$ cat config.mk
export PLATFORM = sky130hd
export DESIGN_NAME = external_pin_interrupt_unit
export DESIGN_NICKNAME = d
export VERILOG_FILES = /design/src/include/ext_irq_pkg.sv /design/src/core/external_pin_interrupt_unit.sv
export SDC_FILE = /design/constraint.sdc
export NUM_CORES = 1
export LEC_CHECK = 0
export ABC_CLOCK_PERIOD_IN_PS = 3900
export BUFFER_PORTS_ARGS = -buffer_cell sky130_fd_sc_hd__buf_2
export CORE_UTILIZATION = 57
export DETAILED_ROUTE_END_ITERATION = 12
export PLACE_DENSITY = 0.87
export SLEW_MARGIN = 20
export SYNTH_ARGS = -nofsm -noshare
export SYNTH_HDL_FRONTEND = slang
export SYNTH_SLANG_ARGS = --single-unit
$ cat constraint.sdc
create_clock -name clk_i -period 3.9 [get_ports clk_i]
set_input_delay 0.78 -clock clk_i [delete_from_list [all_inputs] [get_ports clk_i]]
set_output_delay 0.78 -clock clk_i [all_outputs]
set_load 0.03 [all_outputs]
$ cat src/include/ext_irq_pkg.sv
package ext_irq_pkg;

    // register indices; byte address is four times the index
    localparam logic [9:0] IDX_SENSE_CTRL = 10'h069;
    localparam logic [9:0] IDX_IRQ_MASK = 10'h01D;
    localparam logic [9:0] IDX_IRQ_FLAGS = 10'h01C;
    localparam logic [9:0] IDX_PC_MASK_LOW = 10'h06B;
    localparam logic [9:0] IDX_PC_MASK_HIGH = 10'h06C;
    localparam logic [9:0] IDX_EVT_STATUS = 10'h070;
    localparam logic [9:0] IDX_EVT_ENABLE = 10'h071;

    localparam int ADDR_W = 12;
    localparam int WORD_LSB = 2;

    // field positions shared by mask, flag, status and enable registers
    localparam int BIT_GRP_HIGH = 7;
    localparam int BIT_GRP_LOW = 6;
    localparam int BIT_DEDICATED = 0;
    localparam logic [7:0] EVT_FIELDS = 8'hC1;
    localparam logic [7:0] SENSE_FIELDS = 8'h03;

    // reset values
    localparam logic [7:0] RST_BYTE = 8'h00;
    localparam logic [1:0] RST_SENSE = 2'h0;

    // sense encodings of the dedicated pin
    localparam logic [1:0] SENSE_LOW_LEVEL = 2'h0;
    localparam logic [1:0] SENSE_ANY_CHANGE = 2'h1;
    localparam logic [1:0] SENSE_FALLING = 2'h2;
    localparam logic [1:0] SENSE_RISING = 2'h3;

    // bus answers
    localparam logic [1:0] RESP_OKAY = 2'h0;
    localparam logic [1:0] RESP_SLVERR = 2'h2;

    localparam int PC_PINS = 16;
    localparam int GRP_PINS = 8;

endpackage

$ cat src/core/external_pin_interrupt_unit.sv
// Chosen here: the AXI4-Lite slave port.
`timescale 1ns/1ns
// Function
// RL1: two sense bits pick low level, any change, falling or rising edge.
// RL2: level mode requests continuously while the dedicated pin stays low.
// RL3: low level detected without clock; edges need the I/O clock.
// RL4: all sixteen pin-change inputs detected asynchronously for wake-up.
// RL5: pins trigger even when driven as outputs by the part itself.
// RL6: high group requests on enabled 15..8 toggle, low group on 7..0.
// RL7: dedicated pin sampled before edge detection; pulses over one clock count (here only a pulse sampled at two successive edges counts).
// RL8: source must hold a low level until the current instruction ends.
// RL9: dedicated interrupt needs global enable and its own mask bit.
// RL10: mask bit 7 high group, bit 6 low group, bit 0 dedicated pin.
// RL11: flag bit 7 or 6 set when a group change triggers a request.
// RL12: set flag with global and local enable requests its vector.
// RL13: flags clear when the handler runs or on write of one.
// RL14: flag bit 0 set on edge or change; held clear in level mode.
// RL15: per-pin mask bit and group enable both needed for a change.
// RL16: level vanishing before start-up ends wakes but generates no interrupt.
// RL17: I/O clock stops outside idle; only async level or change wakes.
// RL18: synchronized pin compared with previous sample; matching mismatch sets flag.
module external_pin_interrupt_unit (
    // clock and reset
    input wire logic clk_i,
    input wire logic reset_n_i,
    // axi4-lite write address
    input wire logic awvalid_i,
    output logic awready_o,
    input wire logic [ext_irq_pkg::ADDR_W-1:0] awaddr_i,
    input wire logic [2:0] awprot_i,
    // axi4-lite write data
    input wire logic wvalid_i,
    output logic wready_o,
    input wire logic [31:0] wdata_i,
    input wire logic [3:0] wstrb_i,
    // axi4-lite write response
    output logic bvalid_o,
    input wire logic bready_i,
    output logic [1:0] bresp_o,
    // axi4-lite read address
    input wire logic arvalid_i,
    output logic arready_o,
    input wire logic [ext_irq_pkg::ADDR_W-1:0] araddr_i,
    input wire logic [2:0] arprot_i,
    // axi4-lite read data
    output logic rvalid_o,
    input wire logic rready_i,
    output logic [31:0] rdata_o,
    output logic [1:0] rresp_o,
    // interrupt pins, as seen on the pad whatever the pin direction
    input wire logic dedicated_irq_pin_i,
    input wire logic [ext_irq_pkg::PC_PINS-1:0] pin_change_inputs_i,
    // processor side
    input wire logic global_enable_i,
    input wire logic dedicated_ack_i,
    input wire logic change_group_high_ack_i,
    input wire logic change_group_low_ack_i,
    output logic dedicated_irq_o,
    output logic change_group_high_irq_o,
    output logic change_group_low_irq_o,
    output logic wake_o,
    // summary interrupt
    output logic irq_o
);

    // register file
    logic [1:0] sense_ff;
    logic [7:0] irq_mask_ff;
    logic [7:0] flags_ff;
    logic [7:0] pc_mask_low_ff;
    logic [7:0] pc_mask_high_ff;
    logic [7:0] evt_status_ff;
    logic [7:0] evt_enable_ff;

    // synchronisers: three stages, value follows once stages two and three agree
    logic [2:0] ded_sync_ff;
    logic ded_filt_ff;
    logic ded_prev_ff;
    logic [ext_irq_pkg::PC_PINS-1:0] pc_s1_ff;
    logic [ext_irq_pkg::PC_PINS-1:0] pc_s2_ff;
    logic [ext_irq_pkg::PC_PINS-1:0] pc_s3_ff;
    logic [ext_irq_pkg::PC_PINS-1:0] pc_filt_ff;
    logic [ext_irq_pkg::PC_PINS-1:0] pc_prev_ff;
    logic [ext_irq_pkg::PC_PINS-1:0] pc_armed;

    // bus state
    logic aw_held_ff;
    logic w_held_ff;
    logic [9:0] waddr_ff;
    logic [7:0] wbyte_ff;
    logic wlane_ff;
    logic bvalid_ff;
    logic [1:0] bresp_ff;
    logic rvalid_ff;
    logic [31:0] rdata_ff;
    logic [1:0] rresp_ff;

    // events and decode
    logic ded_edge_evt;
    logic grp_high_evt;
    logic grp_low_evt;
    logic level_mode;
    logic [7:0] set_vec;
    logic [7:0] ack_vec;
    logic [7:0] w1c_vec;
    logic do_write;
    logic ar_take;
    logic [9:0] rd_idx;
    logic status_read;
    logic aw_take;
    logic w_take;

    function automatic logic idx_mapped(input logic [9:0] idx);
        idx_mapped = (idx == ext_irq_pkg::IDX_SENSE_CTRL) || (idx == ext_irq_pkg::IDX_IRQ_MASK) ||
                     (idx == ext_irq_pkg::IDX_IRQ_FLAGS) || (idx == ext_irq_pkg::IDX_PC_MASK_LOW) ||
                     (idx == ext_irq_pkg::IDX_PC_MASK_HIGH) || (idx == ext_irq_pkg::IDX_EVT_STATUS) ||
                     (idx == ext_irq_pkg::IDX_EVT_ENABLE);
    endfunction

    function automatic logic [ext_irq_pkg::GRP_PINS-1:0] group_change(
        input logic [ext_irq_pkg::GRP_PINS-1:0] now_v,
        input logic [ext_irq_pkg::GRP_PINS-1:0] prev_v,
        input logic [ext_irq_pkg::GRP_PINS-1:0] pin_mask,
        input logic grp_en
    );
        group_change = (now_v ^ prev_v) & pin_mask & {ext_irq_pkg::GRP_PINS{grp_en}};
    endfunction

    // ---------------- pin sampling ----------------
    always_ff @(posedge clk_i or negedge reset_n_i) begin
        if (!reset_n_i) begin
            ded_sync_ff <= 3'h7;
            ded_filt_ff <= 1'b1;
            ded_prev_ff <= 1'b1;
        end else begin
            ded_sync_ff <= {ded_sync_ff[1:0], dedicated_irq_pin_i}; // [RL7] [RL5]
            if (ded_sync_ff[1] == ded_sync_ff[2]) begin
                ded_filt_ff <= ded_sync_ff[2];
            end
            ded_prev_ff <= ded_filt_ff; // [RL18]
        end
    end

    always_ff @(posedge clk_i or negedge reset_n_i) begin
        if (!reset_n_i) begin
            pc_s1_ff <= '0;
            pc_s2_ff <= '0;
            pc_s3_ff <= '0;
            pc_filt_ff <= '0;
            pc_prev_ff <= '0;
        end else begin
            pc_s1_ff <= pin_change_inputs_i; // [RL5]
            pc_s2_ff <= pc_s1_ff;
            pc_s3_ff <= pc_s2_ff;
            for (int i = 0; i < ext_irq_pkg::PC_PINS; i++) begin
                if (pc_s2_ff[i] == pc_s3_ff[i]) begin
                    pc_filt_ff[i] <= pc_s3_ff[i];
                end
            end
            pc_prev_ff <= pc_filt_ff;
        end
    end

    // ---------------- detection ----------------
    assign level_mode = (sense_ff == ext_irq_pkg::SENSE_LOW_LEVEL);

    always_comb begin
        case (sense_ff) // [RL1] [RL18]
            ext_irq_pkg::SENSE_ANY_CHANGE: ded_edge_evt = ded_filt_ff ^ ded_prev_ff;
            ext_irq_pkg::SENSE_FALLING: ded_edge_evt = ded_prev_ff & ~ded_filt_ff;
            ext_irq_pkg::SENSE_RISING: ded_edge_evt = ~ded_prev_ff & ded_filt_ff;
            default: ded_edge_evt = 1'b0;
        endcase
    end

    assign grp_high_evt = |group_change(pc_filt_ff[15:8], pc_prev_ff[15:8], pc_mask_high_ff,
                                        irq_mask_ff[ext_irq_pkg::BIT_GRP_HIGH]); // [RL6] [RL15]
    assign grp_low_evt = |group_change(pc_filt_ff[7:0], pc_prev_ff[7:0], pc_mask_low_ff,
                                       irq_mask_ff[ext_irq_pkg::BIT_GRP_LOW]); // [RL6] [RL15]

    // pins differing from their last settled value, before any clock edge
    assign pc_armed = (pin_change_inputs_i ^ pc_filt_ff) & {pc_mask_high_ff, pc_mask_low_ff} &
                      {{ext_irq_pkg::GRP_PINS{irq_mask_ff[ext_irq_pkg::BIT_GRP_HIGH]}},
                       {ext_irq_pkg::GRP_PINS{irq_mask_ff[ext_irq_pkg::BIT_GRP_LOW]}}};

    // combinational wake path, needs no clock edge
    assign wake_o = (|pc_armed) || // [RL4] [RL17]
                    (level_mode && !dedicated_irq_pin_i && irq_mask_ff[ext_irq_pkg::BIT_DEDICATED]); // [RL3] [RL16]

    always_comb begin
        set_vec = '0;
        set_vec[ext_irq_pkg::BIT_GRP_HIGH] = grp_high_evt; // [RL11]
        set_vec[ext_irq_pkg::BIT_GRP_LOW] = grp_low_evt; // [RL11]
        set_vec[ext_irq_pkg::BIT_DEDICATED] = ded_edge_evt; // [RL14]
        ack_vec = '0;
        ack_vec[ext_irq_pkg::BIT_GRP_HIGH] = change_group_high_ack_i;
        ack_vec[ext_irq_pkg::BIT_GRP_LOW] = change_group_low_ack_i;
        ack_vec[ext_irq_pkg::BIT_DEDICATED] = dedicated_ack_i;
    end

    // ---------------- axi4-lite write path ----------------
    assign aw_take = awvalid_i && awready_o;
    assign w_take = wvalid_i && wready_o;
    assign awready_o = !aw_held_ff && !bvalid_ff;
    assign wready_o = !w_held_ff && !bvalid_ff;
    assign do_write = aw_held_ff && w_held_ff && !bvalid_ff;
    assign bvalid_o = bvalid_ff;
    assign bresp_o = bresp_ff;

    always_ff @(posedge clk_i or negedge reset_n_i) begin
        if (!reset_n_i) begin
            aw_held_ff <= 1'b0;
            waddr_ff <= '0;
        end else if (aw_take) begin
            aw_held_ff <= 1'b1;
            waddr_ff <= awaddr_i[ext_irq_pkg::ADDR_W-1:ext_irq_pkg::WORD_LSB];
        end else if (do_write) begin
            aw_held_ff <= 1'b0;
        end
    end

    always_ff @(posedge clk_i or negedge reset_n_i) begin
        if (!reset_n_i) begin
            w_held_ff <= 1'b0;
            wbyte_ff <= ext_irq_pkg::RST_BYTE;
            wlane_ff <= 1'b0;
        end else if (w_take) begin
            w_held_ff <= 1'b1;
            wbyte_ff <= wdata_i[7:0];
            wlane_ff <= wstrb_i[0];
        end else if (do_write) begin
            w_held_ff <= 1'b0;
        end
    end

    always_ff @(posedge clk_i or negedge reset_n_i) begin
        if (!reset_n_i) begin
            bvalid_ff <= 1'b0;
            bresp_ff <= ext_irq_pkg::RESP_OKAY;
        end else if (do_write) begin
            bvalid_ff <= 1'b1;
            bresp_ff <= idx_mapped(waddr_ff) ? ext_irq_pkg::RESP_OKAY : ext_irq_pkg::RESP_SLVERR;
        end else if (bready_i) begin
            bvalid_ff <= 1'b0;
        end
    end

    // ---------------- configuration registers ----------------
    always_ff @(posedge clk_i or negedge reset_n_i) begin
        if (!reset_n_i) begin
            sense_ff <= ext_irq_pkg::RST_SENSE;
            irq_mask_ff <= ext_irq_pkg::RST_BYTE;
            pc_mask_low_ff <= ext_irq_pkg::RST_BYTE;
            pc_mask_high_ff <= ext_irq_pkg::RST_BYTE;
            evt_enable_ff <= ext_irq_pkg::RST_BYTE;
        end else if (do_write && wlane_ff) begin
            case (waddr_ff)
                ext_irq_pkg::IDX_SENSE_CTRL: sense_ff <= wbyte_ff[1:0]; // [RL1]
                ext_irq_pkg::IDX_IRQ_MASK: irq_mask_ff <= wbyte_ff & ext_irq_pkg::EVT_FIELDS; // [RL10]
                ext_irq_pkg::IDX_PC_MASK_LOW: pc_mask_low_ff <= wbyte_ff; // [RL15]
                ext_irq_pkg::IDX_PC_MASK_HIGH: pc_mask_high_ff <= wbyte_ff; // [RL15]
                ext_irq_pkg::IDX_EVT_ENABLE: evt_enable_ff <= wbyte_ff & ext_irq_pkg::EVT_FIELDS;
                default: ;
            endcase
        end
    end

    assign w1c_vec = (do_write && wlane_ff && waddr_ff == ext_irq_pkg::IDX_IRQ_FLAGS) ?
                     (wbyte_ff & ext_irq_pkg::EVT_FIELDS) : ext_irq_pkg::RST_BYTE;

    // flags: set wins over ack or write-one clear
    always_ff @(posedge clk_i or negedge reset_n_i) begin
        if (!reset_n_i) begin
            flags_ff <= ext_irq_pkg::RST_BYTE;
        end else begin
            flags_ff <= ((flags_ff & ~(ack_vec | w1c_vec)) | set_vec) & ext_irq_pkg::EVT_FIELDS; // [RL13]
            if (level_mode) begin
                flags_ff[ext_irq_pkg::BIT_DEDICATED] <= 1'b0; // [RL14]
            end
        end
    end

    // ---------------- vector requests ----------------
    assign change_group_high_irq_o = global_enable_i && irq_mask_ff[ext_irq_pkg::BIT_GRP_HIGH] &&
                                     flags_ff[ext_irq_pkg::BIT_GRP_HIGH]; // [RL12]
    assign change_group_low_irq_o = global_enable_i && irq_mask_ff[ext_irq_pkg::BIT_GRP_LOW] &&
                                    flags_ff[ext_irq_pkg::BIT_GRP_LOW]; // [RL12]
    // level request follows the settled pin, so a vanished level asks for nothing
    assign dedicated_irq_o = global_enable_i && irq_mask_ff[ext_irq_pkg::BIT_DEDICATED] && // [RL9]
                             (level_mode ? !ded_filt_ff : flags_ff[ext_irq_pkg::BIT_DEDICATED]); // [RL2] [RL16]

    // ---------------- read path ----------------
    assign ar_take = arvalid_i && arready_o;
    assign arready_o = !rvalid_ff;
    assign rd_idx = araddr_i[ext_irq_pkg::ADDR_W-1:ext_irq_pkg::WORD_LSB];
    assign status_read = ar_take && (rd_idx == ext_irq_pkg::IDX_EVT_STATUS);
    assign rvalid_o = rvalid_ff;
    assign rdata_o = rdata_ff;
    assign rresp_o = rresp_ff;

    always_ff @(posedge clk_i or negedge reset_n_i) begin
        if (!reset_n_i) begin
            rvalid_ff <= 1'b0;
            rdata_ff <= '0;
            rresp_ff <= ext_irq_pkg::RESP_OKAY;
        end else if (ar_take) begin
            rvalid_ff <= 1'b1;
            rresp_ff <= idx_mapped(rd_idx) ? ext_irq_pkg::RESP_OKAY : ext_irq_pkg::RESP_SLVERR;
            case (rd_idx)
                ext_irq_pkg::IDX_SENSE_CTRL: rdata_ff <= {24'h000000, 6'h00, sense_ff};
                ext_irq_pkg::IDX_IRQ_MASK: rdata_ff <= {24'h000000, irq_mask_ff};
                ext_irq_pkg::IDX_IRQ_FLAGS: rdata_ff <= {24'h000000, flags_ff};
                ext_irq_pkg::IDX_PC_MASK_LOW: rdata_ff <= {24'h000000, pc_mask_low_ff};
                ext_irq_pkg::IDX_PC_MASK_HIGH: rdata_ff <= {24'h000000, pc_mask_high_ff};
                ext_irq_pkg::IDX_EVT_STATUS: rdata_ff <= {24'h000000, evt_status_ff};
                ext_irq_pkg::IDX_EVT_ENABLE: rdata_ff <= {24'h000000, evt_enable_ff};
                default: rdata_ff <= '0;
            endcase
        end else if (rready_i) begin
            rvalid_ff <= 1'b0;
        end
    end

    // sticky event status, cleared by reading it; a new event wins
    always_ff @(posedge clk_i or negedge reset_n_i) begin
        if (!reset_n_i) begin
            evt_status_ff <= ext_irq_pkg::RST_BYTE;
        end else if (status_read) begin
            evt_status_ff <= set_vec;
        end else begin
            evt_status_ff <= evt_status_ff | set_vec;
        end
    end

    assign irq_o = |(evt_status_ff & evt_enable_ff);

endmodule

# Word level (Yosys, flattened, before mapping)
# Cells that the tools add are included.
# totals
elab_cells	160
register_bits	179
out_inout_bits	46
# classes
bitwise	20
mux	15
reduce_logical	51
eq_ne	34
# op_table
cell	count
$eq A10 B7 Y1 const B	10
$pmux W8 S7	1
$and A8 B8 Y8	6
$eq A10 B5 Y1 const B	4
$and A16 B16 Y16	2
$or A8 B8 Y8	3
$reduce_or A8 Y1	3
$logic_and A1 B1 Y1	18
$eq A1 B1 Y1	17
$mux W8	2
$reduce_or A16 Y1	1
$xor A16 B16 Y16	1
$xor A8 B8 Y8	2
$logic_or A1 B1 Y1	13
$reduce_and A2 Y1	5
$mux W1	9
$not A8 Y8	1
$reduce_bool A2 Y1	4
$logic_not A1 Y1	6
$eq A2 B2 Y1 const B	2
$mux W2	2
$pmux W1 S3	1
$and A1 B1 Y1	2
$eq A2 B1 Y1 const B	1
3 further kinds	4

# Longest topological paths before layout
# Gate-level depths: netlist (run 1).
# logic_depth
depth_word	10
mapped_depth	6
ltp_nobuf	5

# Worst setup path after synthesis (run 1)
# No wires, ideal clock.
# synth_timing
kind	in2out
start	input port pin_change_inputs_i[7] in the netlist's numbering
end	output port wake_o
path_slack_ps	1468
required_ps	3120
cell_stages	4
arrival_time_ps	1652
path_cell_list	xor2_1 -> a22oi_1 -> a41oi_1 -> a311o_1
# synth_via
elab_chain_cells	5
# synth_lines
item	line_no	rtl
start, declared	external_pin_interrupt_unit.sv:52	input wire logic [ext_irq_pkg::PC_PINS-1:0] pin_change_inputs_i,
$xor A16 B16 Y16	external_pin_interrupt_unit.sv:182	assign pc_armed = (pin_change_inputs_i ^ pc_filt_ff) & {pc_mask_high_ff, pc_mask_low_ff} &
$and A16 B16 Y16 (2 in series)	external_pin_interrupt_unit.sv:182	
$reduce_or A16 Y1	external_pin_interrupt_unit.sv:187	assign wake_o = (|pc_armed) ||
$logic_or A1 B1 Y1	external_pin_interrupt_unit.sv:187	
end, declared	external_pin_interrupt_unit.sv:61	output logic wake_o,
# Every way passes these cells.

# Worst setup path after layout (run 1)
# layout_timing
start	register pc_filt_ff[2] in the netlist's numbering
end	output port wake_o
# layout_via
elab_chain_cells	5
# layout_lines
item	line_no	rtl
start, declared	external_pin_interrupt_unit.sv:82	logic [ext_irq_pkg::PC_PINS-1:0] pc_filt_ff;
start signal, assigned by index	external_pin_interrupt_unit.sv:157	pc_filt_ff[i] <= pc_s3_ff[i];
$xor A16 B16 Y16	external_pin_interrupt_unit.sv:182	
$and A16 B16 Y16 (2 in series)	external_pin_interrupt_unit.sv:182	
$reduce_or A16 Y1	external_pin_interrupt_unit.sv:187	
$logic_or A1 B1 Y1	external_pin_interrupt_unit.sv:187	
# Every way passes these cells.

==> impl_results.md, run 1 <==
* Post-synth EDFFs at 0
* Number of global-route vias before repair at 3809
* DR iter-0 viols at 239
* TritonCTS clock tree: built
* DR WL/cell at 18.0 µm
* Placed cell areas at 6320 µm²
* Largest fanout on the critical path at 4
* Total CTS buffers at 17
* Synth Flop Type: dfrtp_1
* RSZ-0062 raised after global routing: false
* Kind of critical path: reg2out
* Buffers inserted by post-CTS timing repair at 0
* DR vias/cell at 5.53
* Syn avg cell area at 13.9 µm²
* Max H-tree Level at 4
* Setup violators final at 0
* First-pass GRT wire length at 19.7 mm
* Post-CTS resize count at 0
* Die area at 10700 µm²
* Via count at 3644
* Worst path arrival time at 2.19 ns
* Setup TNS at 0 ns
* Die height at 104 µm
* Pin count of the biggest net entering global routing at 86
* Max Slew Vio Count at 0
* Setup crit start kind: register
* Number of diodes at 0
* CORE AREA at 9910 µm²
* Top post-synthesis cells by count: dfrtp_1 (143), mux2_2 (42), xor2_1 (32), buf_4 (26), a22oi_1 (23)
* Final Cell Area at 6920 µm²
* Fin crit period at 2.97 ns
* Unique masters post-synth at 50
* Antenna Nets Post-Route at 0
* Hold-fix buffers, CTS at 0
* Final nets at 610
* Total power draw at 0.00412 W
* LEAKAGE at 3.27 nW
* DRC Markers at 0
* Yosys warnings at 0
* Top area cells in the synthesized netlist: dfrtp_1 (61%), mux2_2 (8.0%), xor2_1 (4.8%)
* Share of cells above drive strength 1 at 32.1%
* Setup crit end kind: output pin
* Synth-to-Final Area Change at 17.6%
* Post-Syn Area at 5880 µm²
* Post-DP HPWL at 8.06 mm
* Clock Skew at 0.00673 ns
* Area taken by multi-input logic gates at 1990 µm²
* Final period util at 76.1%
* Die X at 104 µm
* PwrDens at 596 nW/µm²
* Initial Utilization at 59.4%
* Std-Cell Rows at 36
* Yosys reg bits at 148
* Setup Slack @ Placement at 1.07 ns
* Clock-pin transition on the worst setup and hold timing paths at 0.06 ns
* Worst-Skew Late Latency at 0.52 ns
* Ys async rst share at 100%
* Sinks on Clock Net at 148
* Peak supply drop at 613 µV
* Gp weighted congestion at 0.876
* Initial antenna violation count at 0
* Max clock buf depth at 2
* Slew @ Worst Pin at 0.942 ns
* CP required at 3.12 ns
* Max-cap viol count at 0
* WHS at 0.298 ns
* Worst rel slew slack at 37.1%
* Hold crit path type: in2async
* Post-synth top area cell: dfrtp_1
* Final hold violations at 0
* Routed Wire Length at 11.9 mm
* Fillers at 656
* Seq/Total Area, Yosys at 63.0%
* Storage element area at 3710 µm²
* Status: finished clean
* Top-count cell post-synth: dfrtp_1
* Number of top-level pins at 140
* Mapped Cells at 424
* Gr usage total at 24.4%
* Yosys top cell area share at 60.8%
* Port bufs at 76
* Fmax at 337 MHz
* Drt pass-1 iters at 6
* Total grt overflow at 0
* Final worst slack at 0.933 ns
* CTS root buffer: clkbuf_8
[path summary, 6_finish.rpt]
check	startpoint	to	slack, ns	cells after the start
worst min-delay path	reset_n_i	aw_held_ff$_DFFE_PN0P_	0.30	1
max in group asynchronous	reset_n_i	ded_prev_ff$_DFF_PN1_	2.68	2
worst max-delay path	pc_filt_ff[2]$_DFFE_PN0N_	wake_o	0.93	5
min in group clk_i	pc_s1_ff[12]$_DFF_PN0_	pc_s2_ff[12]$_DFF_PN0_	0.35	0
worst max register to register	waddr_ff[7]$_DFFE_PN0P_	pc_mask_high_ff[6]$_DFFE_PN0P_	1.61	4
worst min register to register	pc_s1_ff[12]$_DFF_PN0_	pc_s2_ff[12]$_DFF_PN0_	0.35	0
[metal layers]
layer	share of wire [%]	vias to the layer above	GRT usage, %
met5	0	-	0
met4	3.1	0	12.0
met2	49	153	38.0
met1	42	1836	31.5
met3	5.5	33	7.36
li1	-	1622	-
[state kept, by name, summed over array words and instances, names as in the netlist, 10 cells and up]
name	count
waddr_ff	10
pc_s3_ff	16
pc_prev_ff	16
pc_filt_ff	16
pc_s2_ff	16
pc_s1_ff	16
[cell families after synthesis]
group / after synthesis / synth area share (%)
AO/OA/AOI/OAI: 63 / 7.76
XOR/XNOR: 32 / 4.76
adder cells (fa/ha/maj): 19 / 3.32
buffers and inverters: 45 / 4.66
flip-flops: 148 / 63.0
multiplexers: 50 / 10.1
other: 1 / 0.0637
AND/OR/NAND/NOR: 66 / 6.32
[layout make-up]
type / instances / share of cell area, %
clock inverter: 8 / 1.79
multi-input combinational: 256 / 28.8
sequential: 148 / 53.6
inverter: 13 / 0.705
clock buffer: 23 / 6.89
timing repair buffer: 78 / 5.80
tap: 133 / 2.40
[report_power, final]
group          leakage (nW)  switching, W  internal (W)
registers              1.81      0.000195       0.00174
logic                  1.18      0.000308      0.000246
clock network         0.290      0.000597       0.00104
total                  3.27       0.00110       0.00302
[critical path: stages, from the launching register on]
cell and delay [ns]:
dfrtp_1 0.43, xor2_1 0.19, a22oi_1 0.26, a41oi_1 0.23, a311o_1 0.37, buf_2 0.18
[cells in the final DEF, fill, tap and decap left out, types with 3 or more instances in the layout]
cell       synthesis  final
dfrtp_1          143    143
buf_2              0     75
mux2_2            42     42
xor2_1            32     32
conb_1             1     26
a22oi_1           23     23
nand2_1           21     21
maj3_1            17     17
clkbuf_16          0     16
nor2_1            14     14
inv_1             12     12
o21ai_0           12     12
mux2_4             8      8
nor2b_1            7      7
clkbuf_8           0      5
dfstp_2            5      5
a21o_1             4      4
a41oi_1            4      4
nand3_1            4      4
nor3_1             3      3
and3_1             3      3
a221oi_1           3      3
bufinv_16          0      3
[per-stage QoR]
step                      utilization (%)  cells
after CTS                            69.8    659
after floorplan                         -    449
final                                69.8    659
after global routing                 69.8    659
after detailed placement             63.8    628
after global placement               63.8    628
No activity file was read; power rests on OpenSTA's default activity.
==> inputs of run 2 (changes only) <==
ABC_AREA = 1   (was unset)
ABC_CLOCK_PERIOD_IN_PS = 2520   (was 3900)
CORE_UTILIZATION = 49   (was 57)
PLACE_DENSITY = 0.79   (was 0.87)
clock period = 2.52 ns   (was 3.9 ns; I/O delays follow)
==> impl_results.md, run 2 <==
* Die height at 114 µm (was 104 µm)
* Hold crit path type: in2async (unchanged)
* Internal at 0.00446 W (was 0.00302 W)
* Clock-pin transition on the worst setup and hold timing paths at 0.06 ns (about the same)
* Ys async rst share at 100% (unchanged)
* Unique masters post-synth at 37 (was 50)
* TritonCTS clock tree: built (unchanged)
* RSZ-0062 raised after global routing: false (unchanged)
* Number of top-level pins at 140 (unchanged)
* Final hold violations at 0 (unchanged)
* FF-to-FF Start: ded_filt_ff$_DFFE_PN1N_ (was waddr_ff[7]$_DFFE_PN0P_)
* PwrDens at 867 nW/µm² (was 596 nW/µm²)
* Worst-Skew Late Latency at 0.42 ns (was 0.52 ns)
* Routed Wire Length at 12.9 mm (was 11.9 mm)
* Fin crit period at 2.39 ns
* CP required at 2.02 ns (was 3.12 ns)
* Clock power share at 38.8% (was 39.7%)
* LEAKAGE at 3.58 nW (was 3.27 nW)
* Initial antenna violation count at 0 (unchanged)
* Hold-fix buffers, CTS at 0 (unchanged)
* Yosys top cell area share at 57.9% (was 60.8%)
* Net Sw Frac at 29.2% (was 26.7%)
* Yosys warnings at 0 (unchanged)
* CP max stage delay at 0.43 ns (about the same)
* Buf/Inv on CP at 1 (unchanged)
* DR WL/cell at 14.1 µm (was 18.0 µm)
* Gp weighted congestion at 0.875 (was 0.876)
* CP top delay family: simple AND/OR/NAND/NOR gates (was compound AO/OA/AOI/OAI gates)
* Yosys reg bits at 148 (unchanged)
* Share of cells above drive strength 1 at 20.1% (was 32.1%)
* Fmax at 418 MHz
* Pin count of the biggest net entering global routing at 67 (was 86)
* Slew @ Worst Pin at 0.604 ns (was 0.942 ns)
* Post-Syn Area at 6180 µm² (was 5880 µm²)
* Post-DP HPWL at 9.45 mm (was 8.06 mm)
* Setup TNS at 0 ns (unchanged)
* Placed cell areas at 6700 µm² (was 6320 µm²)
* Setup crit end kind: output pin (unchanged)
* Sinks on Clock Net at 148 (unchanged)
* Port bufs at 76 (unchanged)
* Most common cell after layout, fill and taps aside: dfrtp_1 (unchanged)
* Total CTS buffers at 17 (unchanged)
* Dpl cells at 879 (was 628)
* CP max-delay cell: dfrtp_1 (unchanged)
* Crit path top cell by count: nand3_1
* Die X at 114 µm (was 104 µm)
* Synth Flop Type: dfrtp_1 (unchanged)
* Synth-to-Final Area Change at 17.6% (about the same)
* Post-synth EDFFs at 0 (unchanged)
* Max clock buf depth at 2 (unchanged)
* Setup violators final at 0 (unchanged)
* Seq pwr share at 45.8% (was 46.9%)
* Final nets at 826 (was 610)
* R2r setup slk at 1.02 ns (was 1.61 ns)
* Storage element area at 3710 µm² (unchanged)
* Number of diodes at 0 (unchanged)
* Largest fanout on the critical path at 6 (was 4)
* Kind of critical path: reg2out (unchanged)
* Gate power share at 15.3% (was 13.5%)
* Max H-tree Level at 4 (unchanged)
* CTS root buffer: clkbuf_16 (was clkbuf_8)
* Post-synth top area cell: dfrtp_1 (unchanged)
* Max-cap viol count at 0 (unchanged)
* Mapped Cells at 637 (was 424)
* P_sw at 0.00184 W (was 0.00110 W)
* Total grt overflow at 0 (unchanged)
* First-pass GRT wire length at 21.0 mm (was 19.7 mm)
* Status: finished clean (unchanged)
* DR vias/cell at 5.00 (was 5.53)
* Top-count cell post-synth: dfrtp_1 (unchanged)
* Top post-synthesis cells by count: dfrtp_1 (143), nand2_1 (139), nor2_1 (70), inv_1 (56), o21ai_0 (31) (was dfrtp_1 (143), mux2_2 (42), xor2_1 (32), buf_4 (26), a22oi_1 (23))
* DRC Markers at 0 (unchanged)
* Worst rel slew slack at 59.7% (was 37.1%)
* Initial Utilization at 50.9% (was 59.4%)
* Seq/Total Area, Yosys at 60.0% (was 63.0%)
* Syn avg cell area at 9.71 µm² (was 13.9 µm²)
* Area taken by multi-input logic gates at 2110 µm² (was 1990 µm²)
* Std-Cell Rows at 40 (was 36)
* Final Cell Area at 7270 µm² (was 6920 µm²)
* CORE AREA at 12200 µm² (was 9910 µm²)
* DR iter-0 viols at 370 (was 239)
* Via count at 4553 (was 3644)
* Worst path arrival time at 1.89 ns (was 2.19 ns)
* Antenna Nets Post-Route at 0 (unchanged)
* Critical path cell sequence: or2_2 > nand3_1 > nand4_1 > o21ai_1 > nand3_1 > buf_2 (was xor2_1 > a22oi_1 > a41oi_1 > a311o_1 > buf_2)
* Max Slew Vio Count at 0 (unchanged)
* Fillers at 1019 (was 656)
* Number of global-route vias before repair at 4332 (was 3809)
* Final non-filler cell total at 911 (was 659)
* Setup crit start kind: register (unchanged)
* Gr usage total at 21.3% (was 24.4%)
* Peak supply drop at 664 µV (was 613 µV)
* Top area cells in the synthesized netlist: dfrtp_1 (58%), nand2_1 (8.4%), nor2_1 (4.2%) (was dfrtp_1 (61%), mux2_2 (8.0%), xor2_1 (4.8%))
* Commonest cells after routing, fill and taps aside: dfrtp_1 (143), nand2_1 (139), buf_2 (75) (was dfrtp_1 (143), buf_2 (75), mux2_2 (42))
* Clock Skew at 0.00647 ns (was 0.00673 ns)
* Final period util at 94.8%
* Die area at 13100 µm² (was 10700 µm²)
* Critical path launch point: pc_filt_ff[1]$_DFFE_PN0N_ (was pc_filt_ff[2]$_DFFE_PN0N_)
* Drt pass-1 iters at 5 (was 6)
* Post-Route Utilization at 59.8% (was 69.8%)
[run 2: cell count changes after synthesis, sizes merged, moves of 26 or more]
| cell | previous run | this run |
|---|---|---|
| nor2 | 14 | 74 |
| mux2 | 50 | 5 |
| xor2 | 32 | 0 |
| a21oi | 2 | 29 |
| nand3 | 4 | 30 |
| nand2 | 21 | 143 |
| o21ai | 12 | 55 |
| inv | 13 | 57 |
[run 2: final cells by class]
type                       count  share of cell area, %
clock buffer                  20                   6.14
clock inverter                12                   1.79
tap                          168                   2.89
sequential                   148                   51.0
multi-input combinational    423                   29.1
inverter                      58                   2.99
timing repair buffer          82                   6.11
[run 2: kinds of logic after synthesis]
kind of cell    Yosys count  synth area share, %
compound gates           94                 8.42
xor+xnor                  4                0.566
fa+ha+maj                19                 3.16
buf+inv                  91                 7.36
flops                   148                 60.0
mux                       5                0.910
other cells               1               0.0606
simple gates            275                 19.5
[run 2: power by group through the flow]
stage	combinational, W	sequential [W]	clock [W]
floorplan	0.000681	0.00291	0
global placement	0.000933	0.00290	0
detailed placement	0.000970	0.00293	0
CTS	0.000975	0.00289	0.00249
global route	0.00109	0.00293	0.00259
finish	0.000966	0.00289	0.00245
[run 2: through the flow]
stage	power, W	setup slack (ns)	hold slack, ns
floorplan	0.00360	0.639	0.208
global placement	0.00384	0.272	0.332
detailed placement	0.00390	0.298	0.335
CTS	0.00635	0.00989	0.0930
global route	0.00660	0.0440	0.120
finish	0.00631	0.130	0.0821
[run 2: path summary, 6_finish.rpt]
kind                                            endpoint  cells past startpoint
max in group asynchronous        wbyte_ff[5]$_DFFE_PN0P_                      2
worst min-delay path              pc_s3_ff[13]$_DFF_PN0_                      1
min in group clk_i              ded_sync_ff[0]$_DFF_PN1_                      1
worst max register to register     flags_ff[0]$_DFF_PN0_                      4
worst min register to register     pc_s2_ff[7]$_DFF_PN0_                      0
worst max-delay path                              wake_o                      6
[run 2: what timing repair did]
action / CTS / global route
gates resized for setup: 0 / 1
setup buffers: 0 / 0
setup endpoints to repair: 0 / 1
[run 2: layer usage]
layer	track usage, %	part of all wire, %	vias up
met5	0	0	-
met4	7.36	1.7	0
met3	5.40	4.6	22
met2	33.9	47	144
met1	28.5	46	2176
li1	-	-	2211
[run 2: worst register-to-register path, stage by stage, from the launching register on]
cell     delay, ns
dfstp_2       0.57
inv_1         0.05
ha_1          0.29
o32a_1        0.36
a21oi_1       0.15
